**config.mk**
```make
export PLATFORM = sky130hd
export DESIGN_NAME = sbdo_reporter
export DESIGN_NICKNAME = d
export VERILOG_FILES = /design/src/rtl/sbdo_pkg.sv /design/src/rtl/sbdo_stream_if.sv /design/src/rtl/sbdo_fifo.sv /design/src/rtl/sbdo_status_byte.sv /design/src/rtl/sbdo_reporter.sv
export SDC_FILE = /design/constraint.sdc
export NUM_CORES = 1
export LEC_CHECK = 0
export ABC_CLOCK_PERIOD_IN_PS = 7340
export BUFFER_PORTS_ARGS = -buffer_cell sky130_fd_sc_hd__buf_2
export CORE_AREA = 2 2 380 382
export DETAILED_ROUTE_END_ITERATION = 6
export DIE_AREA = 0 0 382 384
export PLACE_DENSITY_LB_ADDON = 0.3
export SLEW_MARGIN = 20
export SYNTH_ARGS = -nofsm -noshare
export SYNTH_HDL_FRONTEND = slang
export SYNTH_SLANG_ARGS = --single-unit
```
**constraint.sdc**
```tcl
create_clock -name sys_clk -period 7.34 [get_ports sys_clk]
set_input_delay 0.734 -clock sys_clk [delete_from_list [all_inputs] [get_ports sys_clk]]
set_output_delay 0.734 -clock sys_clk [all_outputs]
set_load 0.03 [all_outputs]
```
**src/rtl/sbdo_pkg.sv**
```systemverilog
`default_nettype none
package sbdo_pkg;
    // ****************************************
    // Status byte layout
    // ****************************************
    localparam int BIT_CALC = 0;
    localparam int BIT_STORE = 1;
    localparam int BIT_SYNTAX = 2;
    localparam int BIT_OVER = 3;
    localparam int BIT_SUPPLY = 4;
    localparam int BIT_ERROR = 5;
    localparam int BIT_SRQ = 6;
    localparam int BIT_FIXED = 7;
    localparam logic [7:0] STATUS_RESET = 8'h00;
    localparam logic [7:0] MASK_RESET = 8'hFF;
    localparam logic [7:0] CAUSE_RESET = 8'h00;
    localparam logic [1:0] SERIAL_TOP = 2'h1;
    // ****************************************
    // Buffer and record geometry
    // ****************************************
    localparam int FIFO_WIDTH = 8;
    localparam int FIFO_DEPTH = 16;
    localparam int TEXT_CHARS = 16;
    localparam int TEXT_BITS = 128;
    localparam int SETUP_SLOTS = 6;
    localparam logic [2:0] OPT_SLOT = 3'h5;
    localparam logic [2:0] SLOT_DONE = 3'h6;
    localparam logic [2:0] SLOT_FIRST = 3'h0;
    localparam logic [2:0] LINES_ONE = 3'h3;
    localparam logic [2:0] LINES_TWO = 3'h5;
    localparam int MODEL_BITS = 48;
    localparam int VERSION_BITS = 32;
    localparam int MODEL_LEN = 17;
    localparam int STR3_LEN = 3;
    localparam int FIELD_LEN = 7;
    localparam int FIELD_BITS = 56;
    localparam int DIGITS = 4;
    localparam logic [4:0] IDX_ZERO = 5'h00;
    localparam logic [4:0] IDX_ONE = 5'h01;
    localparam logic [4:0] IDX_STATE = 5'h03;
    localparam logic [4:0] IDX_DIGIT = 5'h04;
    localparam logic [4:0] LEN_HDR = 5'h04;
    localparam logic [4:0] LEN_DAT = 5'h08;
    localparam logic [4:0] LEN_NUM = 5'h08;
    localparam logic [4:0] LEN_MODEL = 5'h11;
    localparam logic [4:0] LEN_TEXT = 5'h10;
    localparam logic [4:0] LEN_END = 5'h03;
    localparam logic [4:0] LEN_ONE = 5'h01;
    // ****************************************
    // Characters and codes
    // ****************************************
    localparam logic [7:0] CH_SPACE = 8'h20;
    localparam logic [7:0] CH_MINUS = 8'h2D;
    localparam logic [7:0] CH_COMMA = 8'h2C;
    localparam logic [7:0] CH_CR = 8'h0D;
    localparam logic [7:0] CH_LF = 8'h0A;
    localparam logic [7:0] CH_N = 8'h4E;
    localparam logic [7:0] CH_O = 8'h4F;
    localparam logic [7:0] CH_E = 8'h45;
    localparam logic [7:0] CH_F = 8'h46;
    localparam logic [7:0] CH_NUL = 8'h00;
    localparam logic [7:0] CH_ZERO = 8'h30;
    localparam logic [23:0] STR_END = "END";
    localparam logic [23:0] STR_NO = "NO.";
    localparam logic [23:0] STR_MDL = "MDL";
    localparam logic [31:0] STR_REV = ";REV";
    localparam logic [55:0] NODATA_FIELD = "888888.";
    localparam logic [1:0] ST_NORMAL = 2'h0;
    localparam logic [1:0] ST_OVERFLOW = 2'h1;
    localparam logic [1:0] ST_NODATA = 2'h2;
    localparam logic [2:0] PT_PERCENT = 3'h0;
    localparam logic [2:0] PT_INH2O = 3'h1;
    localparam logic [2:0] PT_INHG = 3'h2;
    localparam logic [2:0] PT_PSI = 3'h3;
    localparam logic [2:0] PT_KPA = 3'h4;
    localparam logic [2:0] PT_KGF = 3'h5;
    localparam logic [2:0] PT_MMH2O = 3'h6;
    localparam logic [2:0] PT_MMHG = 3'h7;
    localparam logic [1:0] DT_VOLT = 2'h0;
    localparam logic [1:0] DT_PVOLT = 2'h1;
    localparam logic [1:0] DT_PAMP = 2'h2;
    localparam logic [1:0] DT_ERR = 2'h3;
    typedef enum {MODE_VALUE, MODE_RECALL, MODE_SETUP} sbdo_mode_e;
    typedef enum {SEG_IDLE, SEG_NUM, SEG_COMMA_A, SEG_PHDR, SEG_PDAT, SEG_COMMA_B,
        SEG_DHDR, SEG_DDAT, SEG_MODEL, SEG_TEXT, SEG_ENDW, SEG_CR, SEG_LF} sbdo_seg_e;
endpackage
`default_nettype wire

```
**src/rtl/sbdo_stream_if.sv**
```systemverilog
`timescale 1ns/1ns
`default_nettype none
// ****************************************
// Character stream with handshake
// ****************************************
interface sbdo_stream_if #(parameter int WIDTH = 8) ();
    logic valid;
    logic ready;
    logic [WIDTH-1:0] data;
    modport src (output valid, output data, input ready);
    modport snk (input valid, input data, output ready);
endinterface // sbdo_stream_if
`default_nettype wire

```
**src/rtl/sbdo_fifo.sv**
```systemverilog
`timescale 1ns/1ns
`default_nettype none
// ****************************************
// Output character buffer
// ****************************************
module sbdo_fifo #(
    parameter int WIDTH = 8,
    parameter int DEPTH = 16
) (
    input wire logic sys_clk,
    input wire logic arst_n,
    sbdo_stream_if.snk wrSide,
    output logic [WIDTH-1:0] rdData,
    output logic rdValid,
    input wire logic rdReady
);
    localparam int AW = $clog2(DEPTH);
    logic [WIDTH-1:0] mem [DEPTH];
    logic [AW-1:0] wrPtr_reg;
    logic [AW-1:0] rdPtr_reg;
    logic [AW:0] count_reg;
    logic doWr;
    logic doRd;

    // Handshake terms; full stalls the formatter
    assign wrSide.ready = count_reg != (AW+1)'(DEPTH);
    assign rdValid = count_reg != '0;
    assign doWr = wrSide.valid & wrSide.ready;
    assign doRd = rdValid & rdReady;
    assign rdData = mem[rdPtr_reg];

    // Storage, no reset needed
    always_ff @(posedge sys_clk) begin
        if (doWr) begin
            mem[wrPtr_reg] <= wrSide.data;
        end
    end

    // Pointers and fill level
    always_ff @(posedge sys_clk or negedge arst_n) begin
        if (!arst_n) begin
            wrPtr_reg <= '0;
            rdPtr_reg <= '0;
            count_reg <= '0;
        end else begin
            if (doWr) begin
                wrPtr_reg <= wrPtr_reg + 1'b1;
            end
            if (doRd) begin
                rdPtr_reg <= rdPtr_reg + 1'b1;
            end
            if (doWr && !doRd) begin
                count_reg <= count_reg + 1'b1;
            end else if (doRd && !doWr) begin
                count_reg <= count_reg - 1'b1;
            end
        end
    end
endmodule // sbdo_fifo
`default_nettype wire

```
**src/rtl/sbdo_status_byte.sv**
```systemverilog
`timescale 1ns/1ns
`default_nettype none
// ****************************************
// Sticky status byte with event mask
// ****************************************
module sbdo_status_byte
    import sbdo_pkg::*;
(
    input wire logic sys_clk,
    input wire logic arst_n,
    input wire logic computeDoneEvt,
    input wire logic storeDoneEvt,
    input wire logic autoStoreActive,
    input wire logic syntaxErrEvt,
    input wire logic overEvt,
    input wire logic supplyOverloadEvt,
    input wire logic [7:0] errCauseCode,
    input wire logic maskWrite,
    input wire logic [7:0] maskData,
    input wire logic readStrobe,
    output logic [7:0] statusImage,
    output logic srqActive,
    output logic [7:0] errorCode
);
    logic [7:0] mask_reg;
    logic [7:0] status_reg;
    logic [7:0] status_next;
    logic [7:0] setBits;
    logic calcOk;
    logic syntaxOk;
    logic overOk;

    // Masked done, syntax and over events never reach the byte
    assign calcOk = computeDoneEvt & mask_reg[BIT_CALC];
    assign syntaxOk = syntaxErrEvt & mask_reg[BIT_SYNTAX];
    assign overOk = overEvt & mask_reg[BIT_OVER];
    assign srqActive = status_reg[BIT_SRQ];

    // New events OR in; a set wins over the read clear
    always_comb begin
        setBits = STATUS_RESET;
        setBits[BIT_CALC] = calcOk;
        setBits[BIT_STORE] = storeDoneEvt & autoStoreActive;
        setBits[BIT_SYNTAX] = syntaxOk;
        setBits[BIT_OVER] = overOk;
        setBits[BIT_SUPPLY] = supplyOverloadEvt;
        setBits[BIT_ERROR] = syntaxOk | overOk;
        setBits[BIT_SRQ] = calcOk | syntaxOk | overOk;
        status_next = (readStrobe ? STATUS_RESET : status_reg) | setBits;
        status_next[BIT_FIXED] = 1'b0;
    end

    // Status, mask, poll image and error cause
    always_ff @(posedge sys_clk or negedge arst_n) begin
        if (!arst_n) begin
            status_reg <= STATUS_RESET;
            mask_reg <= MASK_RESET;
            statusImage <= STATUS_RESET;
            errorCode <= CAUSE_RESET;
        end else begin
            status_reg <= status_next;
            if (maskWrite) begin
                mask_reg <= maskData;
            end
            if (readStrobe) begin
                statusImage <= status_reg;
            end
            if (syntaxErrEvt || overEvt) begin
                errorCode <= errCauseCode;
            end
        end
    end
endmodule // sbdo_status_byte
`default_nettype wire

```
**src/rtl/sbdo_reporter.sv**
```systemverilog
`timescale 1ns/1ns
`default_nettype none
// Summary of operation
// - Unmasked done, syntax, over set SRQ bit
// - Syntax or over sets error summary bit
// - Supply overload shutdown sets bit five
// - Overrange or overflow sets bit four, cause kept
// - Command errors set bit three, cause kept
// - Auto store write sets bit two
// - Finished computation sets bit one
// - Bits stick until polled, then clear
// - Masked done, syntax, over leave byte and SRQ untouched
// - Top bit zero; serial byte bit seven one
// - Value is four header, eight data chars
// - Header emission can be switched off
// - Header gives type code and state char
// - Meter state F when meter is off
// - Data is sign then seven digit chars
// - Two channels joined by comma, then terminator
// - Recall records start with number field
// - Setup lines: model first, END last, option
module sbdo_reporter
    import sbdo_pkg::*;
#(
    parameter logic [MODEL_BITS-1:0] MODEL_CODE = "000000", // Arbitrary value
    parameter logic [VERSION_BITS-1:0] SW_VERSION = "1.00" // Arbitrary value
) (
    input wire logic sys_clk,
    input wire logic arst_n,
    input wire logic computeDoneEvt,
    input wire logic storeDoneEvt,
    input wire logic autoStoreActive,
    input wire logic syntaxErrEvt,
    input wire logic overEvt,
    input wire logic supplyOverloadEvt,
    input wire logic [7:0] errCauseCode,
    input wire logic maskWrite,
    input wire logic [7:0] maskData,
    input wire logic pollRead,
    input wire logic serialStatusRead,
    output logic [7:0] pollByte,
    output logic [7:0] serialByte,
    output logic srqOut,
    output logic [7:0] errorCode,
    input wire logic valueCmd,
    input wire logic recallCmd,
    input wire logic setupCmd,
    input wire logic headerEnable,
    input wire logic twoChannel,
    input wire logic optionFitted,
    input wire logic [2:0] pressType,
    input wire logic [1:0] pressState,
    input wire logic pressNeg,
    input wire logic [FIELD_BITS-1:0] pressField,
    input wire logic meterOn,
    input wire logic [1:0] meterType,
    input wire logic [1:0] meterState,
    input wire logic meterNeg,
    input wire logic [FIELD_BITS-1:0] meterField,
    input wire logic [15:0] recallNumber,
    input wire logic recallPresent,
    input wire logic [SETUP_SLOTS-1:0][TEXT_BITS-1:0] setupText,
    output logic busy,
    output logic [7:0] txData,
    output logic txValid,
    input wire logic txReady
);
    // ****************************************
    // Declarations
    // ****************************************
    localparam int LINE_BITS = MODEL_LEN * 8;
    localparam logic [MODEL_LEN*8-1:0] MODEL_LINE = {STR_MDL, MODEL_CODE, STR_REV, SW_VERSION};
    sbdo_mode_e mode_reg;
    sbdo_seg_e seg_reg;
    sbdo_seg_e segAfter;
    logic [4:0] idx_reg;
    logic [4:0] segLen;
    logic [2:0] slot_reg;
    logic [2:0] slotAfter;
    logic [2:0] baseLines;
    logic endSent_reg;
    logic hdrOn_reg;
    logic [7:0] curChar;
    logic skipRest;
    logic step;
    logic lastChar;
    logic anyRead;
    logic [7:0] statusImage;
    sbdo_stream_if #(.WIDTH(FIFO_WIDTH)) charIf ();

    // ****************************************
    // Helper functions
    // ****************************************
    // Character i of a string of len characters, first character leftmost
    function automatic logic [7:0] pickChar(input logic [MODEL_LEN*8-1:0] s,
                                            input int len, input logic [4:0] i);
        return s[8*(len-1-int'(i)) +: 8];
    endfunction

    // Pressure header type letters
    function automatic logic [23:0] pressTypeStr(input logic [2:0] t);
        logic [23:0] s;
        s = "KPA";
        unique case (t)
            PT_PERCENT: s = "PP ";
            PT_INH2O: s = "IHO";
            PT_INHG: s = "IHG";
            PT_PSI: s = "PSI";
            PT_KPA: s = "KPA";
            PT_KGF: s = "KGF";
            PT_MMH2O: s = "MHO";
            PT_MMHG: s = "MHG";
        endcase
        return s;
    endfunction

    // Meter header type letters
    function automatic logic [23:0] meterTypeStr(input logic [1:0] t);
        logic [23:0] s;
        s = "V  ";
        unique case (t)
            DT_VOLT: s = "V  ";
            DT_PVOLT: s = "PV ";
            DT_PAMP: s = "PA ";
            DT_ERR: s = "ERR";
        endcase
        return s;
    endfunction

    // State character; code three is unused and reads as no data
    function automatic logic [7:0] stateChar(input logic [1:0] st);
        logic [7:0] c;
        c = CH_E;
        unique case (st)
            ST_NORMAL: c = CH_N;
            ST_OVERFLOW: c = CH_O;
            default: c = CH_E;
        endcase
        return c;
    endfunction

    // One data character: sign first, then digits or the no-data filler
    function automatic logic [7:0] dataChar(input logic neg, input logic noData,
                                            input logic [FIELD_BITS-1:0] f,
                                            input logic [4:0] i);
        logic [7:0] c;
        c = CH_SPACE;
        if (i == IDX_ZERO) begin
            c = (neg && !noData) ? CH_MINUS : CH_SPACE;
        end else if (noData) begin
            c = pickChar(LINE_BITS'(NODATA_FIELD), FIELD_LEN, i - IDX_ONE);
        end else begin
            c = pickChar(LINE_BITS'(f), FIELD_LEN, i - IDX_ONE);
        end
        return c;
    endfunction

    // ****************************************
    // Status byte
    // ****************************************
    assign anyRead = pollRead | serialStatusRead;

    sbdo_status_byte u_status (
        .sys_clk(sys_clk),
        .arst_n(arst_n),
        .computeDoneEvt(computeDoneEvt),
        .storeDoneEvt(storeDoneEvt),
        .autoStoreActive(autoStoreActive),
        .syntaxErrEvt(syntaxErrEvt),
        .overEvt(overEvt),
        .supplyOverloadEvt(supplyOverloadEvt),
        .errCauseCode(errCauseCode),
        .maskWrite(maskWrite),
        .maskData(maskData),
        .readStrobe(anyRead),
        .statusImage(statusImage),
        .srqActive(srqOut),
        .errorCode(errorCode)
    );

    // Parallel and serial images of the same flops
    assign pollByte = statusImage;
    assign serialByte = {SERIAL_TOP, statusImage[BIT_ERROR:BIT_CALC]};

    // ****************************************
    // Record sequencer
    // ****************************************
    // Characters in the current segment
    always_comb begin
        segLen = LEN_ONE;
        unique case (seg_reg)
            SEG_NUM: segLen = LEN_NUM;
            SEG_PHDR, SEG_DHDR: segLen = LEN_HDR;
            SEG_PDAT, SEG_DDAT: segLen = LEN_DAT;
            SEG_MODEL: segLen = LEN_MODEL;
            SEG_TEXT: segLen = LEN_TEXT;
            SEG_ENDW: segLen = LEN_END;
            default: segLen = LEN_ONE;
        endcase
    end

    // Next setup slot after a text line
    assign baseLines = twoChannel ? LINES_TWO : LINES_ONE;
    always_comb begin
        slotAfter = slot_reg + 3'h1;
        if (slot_reg == OPT_SLOT) begin
            slotAfter = SLOT_DONE;
        end else if (slotAfter == baseLines) begin
            slotAfter = optionFitted ? OPT_SLOT : SLOT_DONE;
        end
    end

    // Segment order for each record kind
    always_comb begin
        segAfter = SEG_IDLE;
        unique case (seg_reg)
            SEG_IDLE: segAfter = SEG_IDLE;
            SEG_NUM: segAfter = SEG_COMMA_A;
            SEG_COMMA_A: segAfter = hdrOn_reg ? SEG_PHDR : SEG_PDAT;
            SEG_PHDR: segAfter = SEG_PDAT;
            SEG_PDAT: segAfter = twoChannel ? SEG_COMMA_B : SEG_CR;
            SEG_COMMA_B: segAfter = hdrOn_reg ? SEG_DHDR : SEG_DDAT;
            SEG_DHDR: segAfter = SEG_DDAT;
            SEG_DDAT: segAfter = SEG_CR;
            SEG_MODEL, SEG_TEXT, SEG_ENDW: segAfter = SEG_CR;
            SEG_CR: segAfter = SEG_LF;
            SEG_LF: begin
                if (mode_reg != MODE_SETUP || endSent_reg) begin
                    segAfter = SEG_IDLE;
                end else if (slot_reg != SLOT_DONE) begin
                    segAfter = SEG_TEXT;
                end else begin
                    segAfter = SEG_ENDW;
                end
            end
        endcase
    end

    // Character at the current position
    always_comb begin
        curChar = CH_NUL;
        unique case (seg_reg)
            SEG_IDLE: curChar = CH_NUL;
            SEG_NUM: begin
                if (idx_reg < IDX_STATE) begin
                    curChar = pickChar(LINE_BITS'(STR_NO), STR3_LEN, idx_reg);
                end else if (idx_reg == IDX_STATE) begin
                    curChar = recallPresent ? CH_SPACE : CH_E;
                end else begin
                    curChar = CH_ZERO + 8'(recallNumber[4*(DIGITS-1-int'(idx_reg - IDX_DIGIT)) +: 4]);
                end
            end
            SEG_COMMA_A, SEG_COMMA_B: curChar = CH_COMMA;
            SEG_PHDR: begin
                if (idx_reg < IDX_STATE) begin
                    curChar = pickChar(LINE_BITS'(pressTypeStr(pressType)), STR3_LEN, idx_reg);
                end else begin
                    curChar = stateChar(pressState);
                end
            end
            SEG_PDAT: curChar = dataChar(pressNeg, pressState == ST_NODATA, pressField, idx_reg);
            SEG_DHDR: begin
                if (idx_reg < IDX_STATE) begin
                    curChar = pickChar(LINE_BITS'(meterTypeStr(meterType)), STR3_LEN, idx_reg);
                end else begin
                    curChar = meterOn ? stateChar(meterState) : CH_F;
                end
            end
            SEG_DDAT: curChar = dataChar(meterNeg, !meterOn || meterState == ST_NODATA, meterField, idx_reg);
            SEG_MODEL: curChar = pickChar(MODEL_LINE, MODEL_LEN, idx_reg);
            SEG_TEXT: curChar = pickChar(LINE_BITS'(setupText[slot_reg]), TEXT_CHARS, idx_reg);
            SEG_ENDW: curChar = pickChar(LINE_BITS'(STR_END), STR3_LEN, idx_reg);
            SEG_CR: curChar = CH_CR;
            SEG_LF: curChar = CH_LF;
        endcase
    end

    // A NUL in a text line ends that line early
    assign skipRest = (seg_reg == SEG_TEXT) && (curChar == CH_NUL);
    assign charIf.valid = (seg_reg != SEG_IDLE) && !skipRest;
    assign charIf.data = curChar;
    assign step = (charIf.valid && charIf.ready) || skipRest;
    assign lastChar = skipRest || (idx_reg == segLen - LEN_ONE);
    assign busy = seg_reg != SEG_IDLE;

    // Segment and position; new commands wait for the idle state
    always_ff @(posedge sys_clk or negedge arst_n) begin
        if (!arst_n) begin
            seg_reg <= SEG_IDLE;
            idx_reg <= IDX_ZERO;
        end else if (seg_reg == SEG_IDLE) begin
            idx_reg <= IDX_ZERO;
            if (valueCmd) begin
                seg_reg <= headerEnable ? SEG_PHDR : SEG_PDAT;
            end else if (recallCmd) begin
                seg_reg <= SEG_NUM;
            end else if (setupCmd) begin
                seg_reg <= SEG_MODEL;
            end
        end else if (step) begin
            if (lastChar) begin
                seg_reg <= segAfter;
                idx_reg <= IDX_ZERO;
            end else begin
                idx_reg <= idx_reg + IDX_ONE;
            end
        end
    end

    // Record kind and header choice held for the whole record
    always_ff @(posedge sys_clk or negedge arst_n) begin
        if (!arst_n) begin
            mode_reg <= MODE_VALUE;
            hdrOn_reg <= 1'b1;
        end else if (seg_reg == SEG_IDLE) begin
            hdrOn_reg <= headerEnable;
            if (valueCmd) begin
                mode_reg <= MODE_VALUE;
            end else if (recallCmd) begin
                mode_reg <= MODE_RECALL;
            end else if (setupCmd) begin
                mode_reg <= MODE_SETUP;
            end
        end
    end

    // Setup line bookkeeping
    always_ff @(posedge sys_clk or negedge arst_n) begin
        if (!arst_n) begin
            slot_reg <= SLOT_FIRST;
            endSent_reg <= 1'b0;
        end else if (seg_reg == SEG_IDLE) begin
            slot_reg <= SLOT_FIRST;
            endSent_reg <= 1'b0;
        end else if (step && lastChar) begin
            if (seg_reg == SEG_TEXT) begin
                slot_reg <= slotAfter;
            end
            if (seg_reg == SEG_ENDW) begin
                endSent_reg <= 1'b1;
            end
        end
    end

    // ****************************************
    // Output buffer
    // ****************************************
    sbdo_fifo #(.WIDTH(FIFO_WIDTH), .DEPTH(FIFO_DEPTH)) u_fifo (
        .sys_clk(sys_clk),
        .arst_n(arst_n),
        .wrSide(charIf),
        .rdData(txData),
        .rdValid(txValid),
        .rdReady(txReady)
    );
endmodule // sbdo_reporter
`default_nettype wire

```
; ---- Yosys cells after proc, flatten, opt, wreduce, memory -nomap -nowiden
; Memories as Yosys holds them, arrays and structs flattened.
; Index checks and enable logic that the tools add are counted.
[word_totals]
register_bits = 113
ramBits = 128
romBits = 208
input_bits = 943
output_inout_bits = 35
elab_cells = 182
memories = 3
[op_classes]
n_addsub = 15
magnitude_cmp = 2
n_eq_ne = 29
n_shift = 10
muxes = 57
bitwise_logic = 11
reduce_logical = 42
[memory_table]
columns = memory, depth, width, rd, rd_ports_with_merged_regs, wr, line
row1 = (name not given), 8, 16, 1, 0, 0, sbdo_reporter.sv:104  ; unique case (t)
row2 = u_fifo.mem, 16, 8, 1, 0, 1, sbdo_fifo.sv:18  ; logic [WIDTH-1:0] mem [DEPTH];
row3 = (name not given), 16, 5, 1, 0, 0, sbdo_reporter.sv:191  ; unique case (seg_reg)
[op_table]
columns = op, n
row1 = $shiftx A136 B9 Y8, 5
row2 = $shiftx A136 B9 Y8 const A, 4
row3 = $bmux W128 S3, 1
row4 = $pmux W32 S10, 1
row5 = $mux W32, 9
row6 = $eq A32 B4 Y1 const B, 5
row7 = $eq A32 B3 Y1 const B, 4
row8 = $mux W128, 1
row9 = $mux W24, 4
row10 = $pmux W24 S4, 1
row11 = $pmux W8 S12, 1
row12 = $eq A32 B2 Y1 const B, 2
row13 = $eq A32 B5 Y1 const B, 2
row14 = $logic_not A32 Y1, 2
row15 = $mux W8, 8
row16 = $eq A32 B1 Y1 const B, 1
row17 = $ne A32 B3 Y1 const B, 1
row18 = $reduce_bool A32 Y1, 1
row19 = $mux W5, 6
row20 = $logic_not A28 Y1, 1
row21 = $mux W3, 8
row22 = $mux W7, 3
row23 = $mux W4, 4
row24 = $pmux W4 S2, 2
row25 = 41 further kinds, 89

; ---- Longest topological paths before layout
[logic_depth]
word_depth = 16
mapped_depth = 28
ltp_nobuf = 21

; ---- Cells and area by module
; A second synthesis with hierarchy kept.
[hier_totals]
cells_unflattened = 1766
area_unflattened_um2 = 18539.0
[by_module_without_submodules]
columns = module, n_inst, cells_each, area_per_inst_um2, seq_area_each_um2
row1 = sbdo_reporter, 1, 1388, 11777.5, 401.6
row2 = sbdo_fifo, 1, 318, 5820.6, 4169.0
row3 = sbdo_status_byte, 1, 60, 940.9, 629.4

; ---- Worst setup path after synthesis
; No wires, ideal clock.
[synth_timing]
path_type = flip-flop to flip-flop
from = register idx_reg[2]
to = register u_fifo.count_reg[4]
setup_time_ns = 0.125
arrival_time_ns = 5.315
required_time_ns = 7.215
path_slack_ns = 1.900
stages_incl_launch_ff = 26
n_path_buf = 6
synth_period_minus_slack_ns = 5.440
cell_sequence = dfrtp_1 -> buf_2 -> buf_2 -> buf_2 -> inv_1 -> clkbuf_1 -> ha_1 -> clkbuf_1 -> a21boi_0 -> a2111oi_0 -> o21ai_0 -> a2111oi_0 -> or4_1 -> a31o_1 -> nor4b_4 -> and4b_1 -> nor2_1 -> buf_2 -> ha_1 -> inv_1 -> fa_1 -> a21o_1 -> a21oi_1 -> xnor2_1 -> nor2_1 -> xor2_1
[synth_via]
elab_chain_len = 15
word_cells_on_any_way = 40
classes_between = 8 x add/sub / 1 x order compare / 1 x eq/ne / 10 x shift / 10 x mux / 1 x bitwise / 9 x reduce/logical
[synth_lines]
columns = item, line
row1 = "start, declared", sbdo_reporter.sv:76  ; logic [4:0] idx_reg;
row2 = "start signal, assigned", sbdo_reporter.sv:305  ; idx_reg <= idx_reg + IDX_ONE;
row3 = $sub A5 B3 Y6, sbdo_reporter.sv:250  ; curChar = CH_ZERO + 8'(recallNumber[4*(DIGITS-1-int'(idx_reg - IDX_DIGIT)) +: 4]);
row4 = $sub A3 B6 Y7, sbdo_reporter.sv:250
row5 = $shiftx A16 B9 Y4, sbdo_reporter.sv:250
row6 = $add A6 B4 Y7, sbdo_reporter.sv:250
row7 = $mux W7, sbdo_reporter.sv:247  ; end else if (idx_reg == IDX_STATE) begin
row8 = $mux W8, sbdo_reporter.sv:245  ; if (idx_reg < IDX_STATE) begin
row9 = $pmux W8 S12 *, sbdo_reporter.sv:242  ; unique case (seg_reg)
row10 = via charIf.data[6], sbdo_stream_if.sv:9  ; logic [WIDTH-1:0] data;
row11 = $logic_not A8 Y1 *, sbdo_reporter.sv:279  ; assign skipRest = (seg_reg == SEG_TEXT) && (curChar == CH_NUL);
row12 = $logic_and A1 B1 Y1 *, sbdo_reporter.sv:279
row13 = $logic_not A1 Y1 *, sbdo_reporter.sv:280  ; assign charIf.valid = (seg_reg != SEG_IDLE) && !skipRest;
row14 = $logic_and A1 B1 Y1 *, sbdo_reporter.sv:280
row15 = $and A1 B1 Y1 *, sbdo_fifo.sv:28  ; assign doWr = wrSide.valid & wrSide.ready;
row16 = via u_fifo.doWr, sbdo_fifo.sv:22  ; logic doWr;
row17 = $logic_not A1 Y1, sbdo_fifo.sv:54  ; end else if (doRd && !doWr) begin
row18 = $logic_and A1 B1 Y1, sbdo_fifo.sv:54
row19 = $reduce_bool A2 Y1 (no source line), --
row20 = "end signal, assigned", sbdo_fifo.sv:53  ; count_reg <= count_reg + 1'b1;
row21 = "end signal, assigned", sbdo_fifo.sv:55  ; count_reg <= count_reg - 1'b1;
row22 = "end, declared", sbdo_fifo.sv:21  ; logic [AW:0] count_reg;
; The timed path passes the listed nets; every way through them passes the cells marked *.
; A chain may end at the register's enable or synchronous reset.

; ---- Final worst setup path
[layout_timing]
from = register idx_reg[0]
to = register u_fifo.count_reg[4]
[layout_via]
elab_chain_len = 15
word_cells_on_any_way = 40
classes_between = 8 x add/sub / 1 x order compare / 1 x eq/ne / 10 x shift / 10 x mux / 1 x bitwise / 9 x reduce/logical
[layout_lines]
columns = item, line
row1 = $sub A5 B3 Y6, sbdo_reporter.sv:250
row2 = $sub A3 B6 Y7, sbdo_reporter.sv:250
row3 = $shiftx A16 B9 Y4, sbdo_reporter.sv:250
row4 = $add A6 B4 Y7, sbdo_reporter.sv:250
row5 = $mux W7, sbdo_reporter.sv:247
row6 = $mux W8, sbdo_reporter.sv:245
row7 = $pmux W8 S12 *, sbdo_reporter.sv:242
row8 = via charIf.data[1], sbdo_stream_if.sv:9
row9 = $logic_not A8 Y1 *, sbdo_reporter.sv:279
row10 = $logic_and A1 B1 Y1 *, sbdo_reporter.sv:279
row11 = $logic_not A1 Y1 *, sbdo_reporter.sv:280
row12 = $logic_and A1 B1 Y1 *, sbdo_reporter.sv:280
row13 = $and A1 B1 Y1 *, sbdo_fifo.sv:28
row14 = $logic_not A1 Y1, sbdo_fifo.sv:54
row15 = $logic_and A1 B1 Y1, sbdo_fifo.sv:54
row16 = $reduce_bool A2 Y1 (no source line), --
; Marked as above.

==> metrics.md <==
| Metric | Value |
|---|---|
| Status | complete, no violations |
| Core area | 143000 sq um |
| Setup Buffers After CTS | 0 |
| Worst Path Arrival | 6990 ps |
| CP Launch Type | flop |
| Overall Global Routing Usage | 18.6% |
| Ports | 978 |
| Area leader, netlist | edfxtp_1 |
| CTS max path bufs | 2 |
| Most common cell in the netlist | mux2i_1 |
| Top-area cell type share of the netlist area | 21.7% |
| Most flops, register | u_fifo.mem |
| Final setup viols | 0 |
| Synth area leaders | edfxtp_1 22%, mux4_2 20%, mux2i_1 11% |
| Critical R2R Capture | u_fifo.count_reg[4] |
| CP Cell Sequence | or3b_2 -> o221ai_1 -> a21oi_1 -> o41ai_1 -> o221ai_1 -> nand4_1 -> buf_4 -> nor3b_1 -> and4b_1 -> nor2_1 -> ha_1 -> inv_1 -> fa_1 -> a21o_1 -> a21oi_1 -> xnor2_1 -> nor2_1 -> xor2_1 |
| First-pass GRT wire length | 183000 um |
| Final min period | 6690 ps |
| Period utilisation layout | 91.1% |
| DRT antenna net count | 0 |
| Area Growth Syn to Fin | 44.4% |
| Critical Path Fanout Max | 33 |
| Synth warnings | 0 |
| Fillers | 16100 |
| # Max-Cap Violations | 0 |
| Largest net degree at the start of global routing | 90 |
| Final nets | 3512 |
| RSZ-0062 raised after global routing | false |
| Final Max Tran Viols | 0 |
| Final Hold Viols | 0 |
| Row count | 139 |
| Most frequent cells after synthesis | 195 x mux2i_1, 160 x mux4_2, 128 x edfxtp_1 |
| EDFF count, synth | 128 |
| Register area share after synthesis | 29.3% |
| Vias in the first global route | 19600 |
| CTS Root Cell | clkbuf_16 |
| Top Registers | u_fifo.mem x128, u_status.errorCode x8 |
| Cells on worst reg2reg path | 18 |
| Slew margin rel. | 24.0% |
| Maximum vdd drop | 0.221 mV |
| Worst setup EP type | flop |
| Post-Route Setup TNS | 0 ps |
| Pwr dens | 376 nW/um^2 |
| Die W | 382 um |
| Max FFs per register | 128 |
| Drt pass-1 iters | 6 |
| Routed WL | 142000 um |
| Die height | 384 um |
| Via count | 19700 |
| Slew @ Worst Pin | 1140 ps |
| Reg clk slew, reported paths | 80 ps |
| Reg-to-reg startpoint | idx_reg[0] |
| CP max stage cell | dfrtp_4 |
| CTS Hold Bufs | 0 |
| DPL Wire Length | 122000 um |
| DP Worst Slack | 536 ps |
| Crit path from | idx_reg[0] |
| Total gr overflow | 0 |
| Mapped cell area | 17800 sq um |
| Die footprint | 147000 sq um |
| DRC | 0 |
| Routability cong. | 0.965 |
| Overall Power | 9630 uW |
| Clock Sinks | 182 |
| Yosys cell types | 89 |
| Hold Path Class | in -> async |
| Worst-skew pair later-pin latency | 430 ps |
| Final WS setup | 653 ps |
| Layout cell share with drive strength beyond 1 | 51.8% |
| Critical path class | reg -> reg |
| Port Buffers | 969 |
| Initial Util | 12.4% |
| Vias per cell | 4.36 |
| Ys async rst share | 29.7% |
| LEAKAGE | 0.00993 uW |
| H-Tree Depth | 4 |
| Buf+Inv Stages, Crit Path | 2 |
| FF+latch count, synth | 182 |
| Fmax | 150 MHz |
| Drt initial violations | 1835 |
| Max incr delay on CP | 950 ps |
| TritonCTS Buffers | 17 |
| TritonCTS clock tree | yes |
| Post-Synthesis Cells | 1639 |
| PostCTS Resize Cnt | 0 |
| Final setup skew | 10.5 ps |
| Worst endpoint required time | 7650 ps |
| Initial antenna violation count | 101 |
| Mean post-synth cell area | 10.8 sq um |
| R2R Setup Slk | 650 ps |
| Ys flop type | edfxtp_1 |
| Critical path's top delay family | simple AND/OR/NAND/NOR gates |
| Wire length per cell | 31.5 um |
[through the flow]
stage	instances	util [%]	hold slack, ps	instance area, sq um
after floorplan	1640	-	438	17800
after global placement	4417	17.4	456	24800
after detailed placement	4417	17.4	462	24800
after CTS	4449	17.8	455	25500
after global routing	4485	17.9	456	25500
final	4518	18.0	429	25600
[placed cells by master, fill, tap and decap left out, types with 9 or more instances in the layout]
cell / instances
a2111oi_0: 9
nor3_1: 29
nor2_1: 63
a31oi_1: 23
mux4_2: 160
o211ai_1: 11
diode_2: 69
buf_4: 63
mux2i_1: 195
a22oi_1: 57
a21oi_1: 99
edfxtp_1: 128
nand2_1: 100
inv_1: 22
a211oi_1: 12
a2bb2oi_1: 9
nand2b_1: 14
nor2b_1: 19
o22ai_1: 24
xnor2_1: 21
clkbuf_16: 18
buf_2: 969
nand4_1: 19
o21ai_0: 55
nand3_1: 34
dfrtp_1: 41
mux2_2: 47
o221ai_1: 33
nor4_1: 11
and3_1: 23
ha_1: 34
and2_1: 16
[cell type report]
type	instances	area, sq um	area share [%]
well taps	1903	2380	9.29
clock inverters	14	153	0.596
flip-flops and latches	182	5220	20.4
clock buffers	18	450	1.76
inverters	26	97.6	0.381
multi-input cells	1268	11700	45.7
diodes	69	173	0.674
repair buffers	1038	5440	21.2
[routing by layer]
| layer | wire length [um] | track usage (%) |
|---|---|---|
| met4 | 3380 | 3.86 |
| met1 | 61500 | 25.1 |
| met2 | 65500 | 30.3 |
| met5 | 246 | 0 |
| met3 | 11700 | 3.99 |
[worst max-delay path by stage]
stage / to / slack (ps) / cells past startpoint
after detailed placement: u_fifo.count_reg[4] / 540 / 18
after global placement: u_fifo.count_reg[4] / 460 / 18
after floorplan: u_fifo.count_reg[4] / 1900 / 25
after CTS: u_fifo.count_reg[4] / 470 / 18
after global routing: u_fifo.count_reg[4] / 220 / 18
final: u_fifo.count_reg[4] / 650 / 18
[power breakdown]
| group | total [uW] | internal (uW) | switching, uW |
|---|---|---|---|
| registers | 2030 | 1630 | 398 |
| logic | 6680 | 2370 | 4310 |
| clock network | 922 | 476 | 445 |
[logic make-up (layout without fill, tap and decap cells)]
family / after synthesis / count (layout) / share of synthesized area, %
buf+inv: 190 / 1096 / 5.10
compound gates: 417 / 417 / 16.2
mux: 402 / 402 / 34.3
flops: 182 / 182 / 29.3
fa+ha+maj: 37 / 37 / 2.64
other cells: 2 / 72 / 0.0423
simple gates: 384 / 384 / 11.3
xor+xnor: 25 / 25 / 1.23
(Power assumes the default switching activity.)
